$ cat src/logic/uarx_params.svh
// Constants for the asynchronous serial receive front end.
`ifndef UARX_PARAMS_SVH
`define UARX_PARAMS_SVH
`define UARX_SPB_NORMAL      5'd16
`define UARX_SPB_DOUBLE      5'd8
`define UARX_VOTE_FIRST_NRM  5'd8
`define UARX_VOTE_FIRST_DBL  5'd4
`define UARX_DATA_BITS       4'd8
`define UARX_FIFO_DEPTH      2
`define UARX_REG_DATA        4'h0
`define UARX_REG_STATUS      4'h1
`define UARX_REG_CTRL        4'h2
`define UARX_REG_IRQ_STAT    4'h3
`define UARX_REG_IRQ_EN      4'h4
`define UARX_REG_IRQ_CLR     4'h5
`define UARX_CTRL_RESET      8'h00
`define UARX_BIT_RECEIVER_ENABLE        0
`define UARX_BIT_DSPEED      1
`define UARX_BIT_PAREN       2
`define UARX_BIT_PARODD      3
`define UARX_IRQ_RXC         0
`define UARX_IRQ_FE          1
`define UARX_IRQ_DOR         2
`define UARX_IRQ_PE          3
`endif

$ cat src/logic/uarx_pkg.sv
// Types for the asynchronous serial receive front end.
package uarx_pkg;
  typedef enum logic [1:0] {
    UARX_HUNT  = 2'b00,
    UARX_ARMED = 2'b01,
    UARX_START = 2'b10,
    UARX_BITS  = 2'b11
  } uarx_state_t;
  typedef logic [10:0] uarx_entry_t;
endpackage

$ cat src/logic/uarx_sync.sv
// Two-stage synchroniser for the serial receive line.
module uarx_sync (
  // Clock and reset
  input  wire logic clk_i,
  input  wire logic srst_i,
  // Line
  input  wire logic d_i,
  output logic      q_o
);
  logic meta_q;
  always_ff @(posedge clk_i) begin
    if (srst_i) begin
      meta_q <= 1'b1;
      q_o    <= 1'b1;
    end else begin
      meta_q <= d_i;
      q_o    <= meta_q;
    end
  end
endmodule // uarx_sync

$ cat src/logic/uarx_fifo.sv
// Two-entry receive buffer with registered read data.
module uarx_fifo (
  // Clock and reset
  input  wire logic                  clk_i,
  input  wire logic                  srst_i,
  input  wire logic                  flush_i,
  // Write side
  input  wire logic                  wr_i,
  input  wire uarx_pkg::uarx_entry_t wdata_i,
  output logic                       full_o,
  // Read side
  input  wire logic                  rd_i,
  output uarx_pkg::uarx_entry_t      head_o,
  output logic                       empty_o
);
  import uarx_pkg::*;
  uarx_entry_t mem_q [2];
  logic        wp_q;
  logic        rp_q;
  logic [1:0]  cnt_q;
  wire         do_wr = wr_i && (cnt_q != 2'd2);
  wire         do_rd = rd_i && (cnt_q != 2'd0);
  assign full_o  = (cnt_q == 2'd2);
  assign empty_o = (cnt_q == 2'd0);
  always_ff @(posedge clk_i) begin
    if (do_wr) begin
      mem_q[wp_q] <= wdata_i;
    end
  end
  always_ff @(posedge clk_i) begin
    if (srst_i || flush_i) begin
      wp_q   <= 1'b0;
      rp_q   <= 1'b0;
      cnt_q  <= 2'd0;
    end else begin
      wp_q  <= wp_q ^ do_wr;
      rp_q  <= rp_q ^ do_rd;
      cnt_q <= cnt_q + {1'b0, do_wr} - {1'b0, do_rd};
    end
  end
  // Head is registered: next-state view of the oldest entry.
  always_ff @(posedge clk_i) begin
    if (srst_i || flush_i) begin
      head_o <= '0;
    end else if (do_wr && (cnt_q == 2'd0 || (cnt_q == 2'd1 && do_rd))) begin
      head_o <= wdata_i;
    end else if (do_rd && cnt_q == 2'd2) begin
      head_o <= mem_q[~rp_q];
    end
  end
endmodule // uarx_fifo

$ cat src/logic/uarx_core.sv
// Asynchronous receive front end: start qualification, voting and buffering.
`include "uarx_params.svh"
module uarx_core (
  // Clock and reset
  input  wire logic       clk_i,
  input  wire logic       srst_i,
  // Baud generator tick and serial line
  input  wire logic       baud_tick_i,
  input  wire logic       rxd_i,
  // Register port
  input  wire logic [3:0] addr_i,
  input  wire logic [7:0] wdata_i,
  input  wire logic       wr_i,
  input  wire logic       rd_i,
  output logic [7:0]      rdata_o,
  // Interrupt
  output logic            irq_o
);
  import uarx_pkg::*;

  // ----------------------------------------------------------------
  // Synchroniser and control
  // ----------------------------------------------------------------
  logic rx_s;
  uarx_sync u_sync (
    .clk_i  (clk_i),
    .srst_i (srst_i),
    .d_i    (rxd_i),
    .q_o    (rx_s)
  );

  logic [7:0] ctrl_q;
  logic [3:0] irq_stat_q;
  logic [3:0] irq_en_q;
  wire receiver_enable     = ctrl_q[`UARX_BIT_RECEIVER_ENABLE];
  wire double_speed_select = ctrl_q[`UARX_BIT_DSPEED];
  wire parity_check_enable = ctrl_q[`UARX_BIT_PAREN];
  wire parity_odd          = ctrl_q[`UARX_BIT_PARODD];

  wire wr_ctrl  = wr_i && (addr_i == `UARX_REG_CTRL);
  wire wr_ien   = wr_i && (addr_i == `UARX_REG_IRQ_EN);
  wire wr_iclr  = wr_i && (addr_i == `UARX_REG_IRQ_CLR);
  wire rd_data  = rd_i && (addr_i == `UARX_REG_DATA);

  // ----------------------------------------------------------------
  // Sampling state
  // ----------------------------------------------------------------
  uarx_state_t state_q;
  logic [4:0]  samp_q;
  logic [3:0]  bit_q;
  logic [2:0]  votes_q;
  logic [8:0]  shift_q;
  logic        shift_full_q;
  uarx_entry_t shift_ent_q;
  logic        dor_pend_q;

  wire [4:0] spb      = double_speed_select ? `UARX_SPB_DOUBLE : `UARX_SPB_NORMAL;
  wire [4:0] v_first  = double_speed_select ? `UARX_VOTE_FIRST_DBL
                                            : `UARX_VOTE_FIRST_NRM;
  wire       tick     = baud_tick_i && receiver_enable;
  wire       in_vote  = (samp_q >= v_first) && (samp_q <= v_first + 5'd2);
  wire       last_v   = (samp_q == v_first + 5'd2);

  function automatic logic maj3(input logic [2:0] v);
    maj3 = (v[0] & v[1]) | (v[0] & v[2]) | (v[1] & v[2]);
  endfunction

  wire [2:0] vote_all = {votes_q[1:0], rx_s};
  wire       voted    = maj3(vote_all);
  wire       is_stop  = (bit_q == `UARX_DATA_BITS + {3'd0, parity_check_enable});
  wire       frame_done = tick && (state_q == UARX_BITS) && last_v && is_stop;
  wire       start_ok   = tick && (state_q == UARX_START) && last_v && !voted;

  logic        fifo_full;
  logic        fifo_empty;
  uarx_entry_t fifo_head;
  wire         push = shift_full_q && !fifo_full;
  wire         new_start = tick && (state_q == UARX_ARMED) && !rx_s;

  wire [7:0]   data_b   = shift_q[7:0];
  wire         par_calc = ^data_b ^ parity_odd;
  wire         pe_bit   = parity_check_enable && (par_calc != shift_q[8]);
  wire         fe_bit   = !voted;

  always_ff @(posedge clk_i) begin
    if (srst_i || !receiver_enable) begin
      state_q <= UARX_HUNT;
      samp_q  <= 5'd0;
      bit_q   <= 4'd0;
      votes_q <= 3'd0;
      shift_q <= 9'd0;
    end else if (tick) begin
      votes_q <= in_vote ? vote_all : votes_q;
      unique case (state_q)
        UARX_HUNT: begin
          if (rx_s) state_q <= UARX_ARMED;
        end
        UARX_ARMED: begin
          if (!rx_s) begin
            state_q <= UARX_START;
            samp_q  <= 5'd2;
          end
        end
        UARX_START: begin
          samp_q <= samp_q + 5'd1;
          if (last_v) begin
            // Realign: sample numbering continues from the start bit.
            state_q <= voted ? UARX_HUNT : UARX_BITS;
            bit_q   <= 4'd0;
          end
        end
        UARX_BITS: begin
          samp_q <= (samp_q == spb) ? 5'd1 : samp_q + 5'd1;
          if (last_v) begin
            if (is_stop) begin
              state_q <= UARX_HUNT;
              samp_q  <= 5'd0;
            end else begin
              shift_q[bit_q] <= voted;
              bit_q          <= bit_q + 4'd1;
            end
          end
        end
      endcase
    end
  end

  // Shifter holds a finished frame while the buffer is full.
  always_ff @(posedge clk_i) begin
    if (srst_i || !receiver_enable) begin
      shift_full_q <= 1'b0;
      shift_ent_q  <= '0;
      dor_pend_q   <= 1'b0;
    end else begin
      if (frame_done) begin
        shift_full_q <= 1'b1;
        shift_ent_q  <= {dor_pend_q, pe_bit, fe_bit, data_b};
      end else if (push) begin
        shift_full_q <= 1'b0;
      end
      if (new_start && fifo_full && shift_full_q) begin
        dor_pend_q       <= 1'b1;
        shift_ent_q[10]  <= 1'b1;
      end else if (push && !frame_done) begin
        dor_pend_q <= 1'b0;
      end
    end
  end

  uarx_fifo u_fifo (
    .clk_i   (clk_i),
    .srst_i  (srst_i),
    .flush_i (!receiver_enable),
    .wr_i    (push),
    .wdata_i (shift_ent_q),
    .full_o  (fifo_full),
    .rd_i    (rd_data),
    .head_o  (fifo_head),
    .empty_o (fifo_empty)
  );

  // ----------------------------------------------------------------
  // Registers and interrupt
  // ----------------------------------------------------------------
  wire receive_complete_flag = !fifo_empty;
  wire framing_error_flag    = fifo_head[8] && !fifo_empty;
  wire parity_error_flag     = fifo_head[9] && !fifo_empty;
  wire data_overrun_flag     = fifo_head[10] && !fifo_empty;
  wire [3:0] irq_set = {pe_bit && frame_done, new_start && fifo_full && shift_full_q,
                        fe_bit && frame_done, push};
  wire [7:0] status_v = {4'd0, parity_error_flag, data_overrun_flag,
                         framing_error_flag, receive_complete_flag};
  wire [7:0] rd_mux =
    (addr_i == `UARX_REG_DATA)     ? (fifo_empty ? 8'h00 : fifo_head[7:0]) :
    (addr_i == `UARX_REG_STATUS)   ? status_v :
    (addr_i == `UARX_REG_CTRL)     ? ctrl_q :
    (addr_i == `UARX_REG_IRQ_STAT) ? {4'd0, irq_stat_q} :
    (addr_i == `UARX_REG_IRQ_EN)   ? {4'd0, irq_en_q} : 8'h00;

  always_ff @(posedge clk_i) begin
    if (srst_i) begin
      ctrl_q     <= `UARX_CTRL_RESET;
      irq_en_q   <= 4'd0;
      irq_stat_q <= 4'd0;
      rdata_o    <= 8'h00;
    end else begin
      if (wr_ctrl) ctrl_q <= wdata_i;
      if (wr_ien) irq_en_q <= wdata_i[3:0];
      // Set wins over a clear in the same cycle.
      irq_stat_q <= (irq_stat_q & ~(wr_iclr ? wdata_i[3:0] : 4'd0)) | irq_set;
      rdata_o    <= rd_i ? rd_mux : 8'h00;
    end
  end
  assign irq_o = |(irq_stat_q & irq_en_q);

  // ----------------------------------------------------------------
  // Assertions
  // ----------------------------------------------------------------
  // Count of high centre samples, worked out apart from maj3 so that a broken vote shows.
  wire [1:0] n_high = 2'(votes_q[1]) + 2'(votes_q[0]) + 2'(rx_s);
endmodule // uarx_core

$ cat config.mk
export PLATFORM = sky130hd
export DESIGN_NAME = uarx_core
export DESIGN_NICKNAME = d
export VERILOG_FILES = /design/src/logic/uarx_pkg.sv /design/src/logic/uarx_sync.sv /design/src/logic/uarx_fifo.sv /design/src/logic/uarx_core.sv
export VERILOG_INCLUDE_DIRS = /design/src /design/src/logic
export SDC_FILE = /design/constraint.sdc
export NUM_CORES = 1
export LEC_CHECK = 0
export BUFFER_PORTS_ARGS = -buffer_cell sky130_fd_sc_hd__buf_2
export CORE_ASPECT_RATIO = 1.4
export CORE_UTILIZATION = 60
export CTS_CLUSTER_SIZE = 12
export DETAILED_ROUTE_END_ITERATION = 6
export GPL_TIMING_DRIVEN = 0
export PLACE_DENSITY = 0.78
export SKIP_LAST_GASP = 1
export SYNTH_ARGS = -nofsm -noshare
export SYNTH_HDL_FRONTEND = slang
export SYNTH_SLANG_ARGS = --single-unit
$ cat constraint.sdc
create_clock -name clk_i -period 3.1 [get_ports clk_i]
set_input_delay 0.93 -clock clk_i [delete_from_list [all_inputs] [get_ports clk_i]]
set_output_delay 0.93 -clock clk_i [all_outputs]
set_load 0.01 [all_outputs]
==> run summary <==
largest cells by area after synthesis: dfxtp_1, edfxtp_1, nand2_1
Port Buf Inserts: 26
RD Place Congestion: 0.885
syn nets: 484
layout cells sized above 1: 16.0%
ANT nets after route: 0
RSZ-0062 raised after global routing: no
gr ovfl total: 0
dpl hpwl: 6.89 mm
H-tree depth: 3
CTS tree: built
WL final: 9.30 mm
largest net degree at the start of global routing: 16
Clock Tree Buf Depth: 2
First DRT Iteration DRCs: 207
Hold Vio Cnt, Final: 0
initial antenna violation count: 0
Avg Cell Area, Syn: 9.68 µm²
drt pass-1 iters: 5
Cells after Synth: 453
DR WL/cell: 15.8 µm
number of global-route vias before repair: 3,191
Tcrit/Tclk final: 81.2%
Synth Flop Type: dfxtp_1
status: complete, no violations
CTS root buf: clkbuf_8
Core Rows: 36
Worst-Skew Late Latency: 0.36 ns
Die Area: 0.00766 mm²
Die X-Extent: 74.3 µm
# fillers: 589
fraction of registers with async set/reset: 0%
first-pass GRT wire length: 14.6 mm
Worst VDD drop: 253 µV
Post-synth EDFFs: 22
minimum clock period: 2.52 ns
GRT Total Usage: 25.8%
Net count, final: 521
multi-input logic area: 0.00207 mm²
max_cap viols: 0
Achievable Freq: 397 MHz
setup violators final: 0
crit path DAT: 2.75 ns
mapped cell area: 0.00439 mm²
CP Cell Sequence: buf_2, or4_4, a211oi_2, ha_1, inv_1, ha_1, xnor2_1, xnor2_1, nor2_1
Worst-Margin Slew: 0.837 ns
most common cell after layout, fill and taps aside: nand2_1
Ports: 27
CP Max Fanout: 7
Initial Util: 62.4%
Seq/Total Area, Yosys: 49.7%
total area of sequential cells: 0.00218 mm²
vias: 3,436
drt drc: 0
Die Span Y: 103 µm
most area-hungry cell type in the Yosys netlist: dfxtp_1
Critical Path Start Type: primary input
Setup crit start: addr_i[1]
reg2reg start: ctrl_q[1]
Synth cell types: 61
core area: 0.00703 mm²
CTS Sinks: 98
post-synthesis register bit count: 98
via density per instance: 5.82
Slew Viols, Final: 0
top cell type's share of synthesized area: 34.7%
Post-CTS Setup Bufs: 0
placed instance area: 0.00464 mm²
Pleak: 0.00158 µW
yosys warns: 0
cell area after layout: 0.00481 mm²
most frequent cells in the layout: nand2_1, dfxtp_1, a21oi_1
Fin Clk Skew: 0.00944 ns
CTS resizes: 0
Crit Path Class: in2reg
CTS clk-pin slew, worst paths: 0.09 ns
HP Start: u_sync.meta_q
Critical Path Max Stage Delay: 0.58 ns
area delta synth->final: 9.64%
Power Dens Cells: 435 mW/mm²
CP required: 3.33 ns
Slew headroom: 43.8%
worst hold-check path type: reg2reg
Worst setup EP type: flip-flop
CP max stage cell: or4_4
CTS buffer count: 9
final setup TNS: 0 ns
CTS hold repair buffers: 0
antenna cell count: 0
-- registers in the layout, summed over array words and instances, names as in the netlist --
name and flops:
bit_q 4, ctrl_q 8, dor_pend_q 1, irq_en_q 4
irq_stat_q 4, rdata_o 8, samp_q 5, shift_ent_q 11
shift_full_q 1, shift_q 9, state_q 2, u_fifo.cnt_q 2
u_fifo.head_o 11, u_fifo.mem_q 22, u_fifo.rp_q 1, u_fifo.wp_q 1
u_sync.meta_q 1, u_sync.q_o 1, votes_q 2
-- final cells by class --
class | instances | area share (%)
Timing Repair Buffer | 26 | 2.71
Multi-Input combinational cell | 323 | 43.0
Buffer | 19 | 1.82
Tap cell | 95 | 2.47
Inverter | 13 | 1.01
Sequential cell | 98 | 45.4
Clock inverter | 3 | 0.312
Clock buffer | 13 | 3.30
-- synthesized netlist by cell type, drive strengths merged (3+ instances only) --
cell type,instances
nor3,8
dfxtp,76
nor4b,4
mux2i,11
nand2,86
nor2b,4
nor2,17
a31oi,5
nand2b,5
buf,7
ha,13
and3,6
mux2,11
o21ai,8
inv,13
nor3b,3
nand3,21
a21oi,50
clkbuf,12
xor2,3
or2,5
a22oi,24
a221oi,3
edfxtp,22
xnor2,10
-- report_power, final --
part	switching [µW]	total (µW)	internal [µW]
combinational	28.6	45.6	17.0
sequential	3.33	1300	1300
clock	410	743	333
-- metal layers --
layer  vias up  share of wire (%)  global-route usage, %
met3        21                3.2                   4.07
met5         -                  0                      0
li1       1682                  -                      -
met1      1662                 41                   29.8
met2        71                 53                   45.7
met4         0                2.9                   13.1
-- cells by family (layout without fill, tap and decap cells) --
family,after synthesis,in the layout,synth area share (%)
multiplexers,22,22,5.33
AO/OA/AOI/OAI,105,105,15.7
buffers and inverters,32,74,3.11
AND/OR/NAND/NOR,168,168,19.1
adder cells (fa/ha/maj),14,14,3.94
XOR/XNOR,14,14,3.11
flip-flops,98,98,49.7
-- worst paths after layout --
kind / end / slack (ns) / cells past startpoint
setup / recovery: u_fifo.cnt_q[1] / 0.58 / 9
hold / removal: u_sync.q_o / 0.42 / 1
setup reg to reg: shift_ent_q[4] / 0.94 / 8
hold reg to reg: u_sync.q_o / 0.42 / 1
-- per-stage QoR --
stage               instances  setup WS [ns]  total power (µW)  utilization, %  hold slack, ns
finish                    590          0.582              2090            68.4           0.417
CTS                       590          0.604              2100            68.4           0.420
floorplan                 453          0.551              1350               -           0.389
detailed placement        574          0.221              1380            66.0           0.395
global route              590          0.515              2150            68.4           0.435
global placement          574          0.250              1380            66.0           0.401
-- worst max-delay path: cells and delay by family --
kind	cells	cell delay, ns
xor+xnor	2	0.27
fa+ha+maj	2	0.44
buf+inv	2	0.19
simple gates	2	0.64
compound gates	1	0.29
Power figures use the tool's default switching activity.
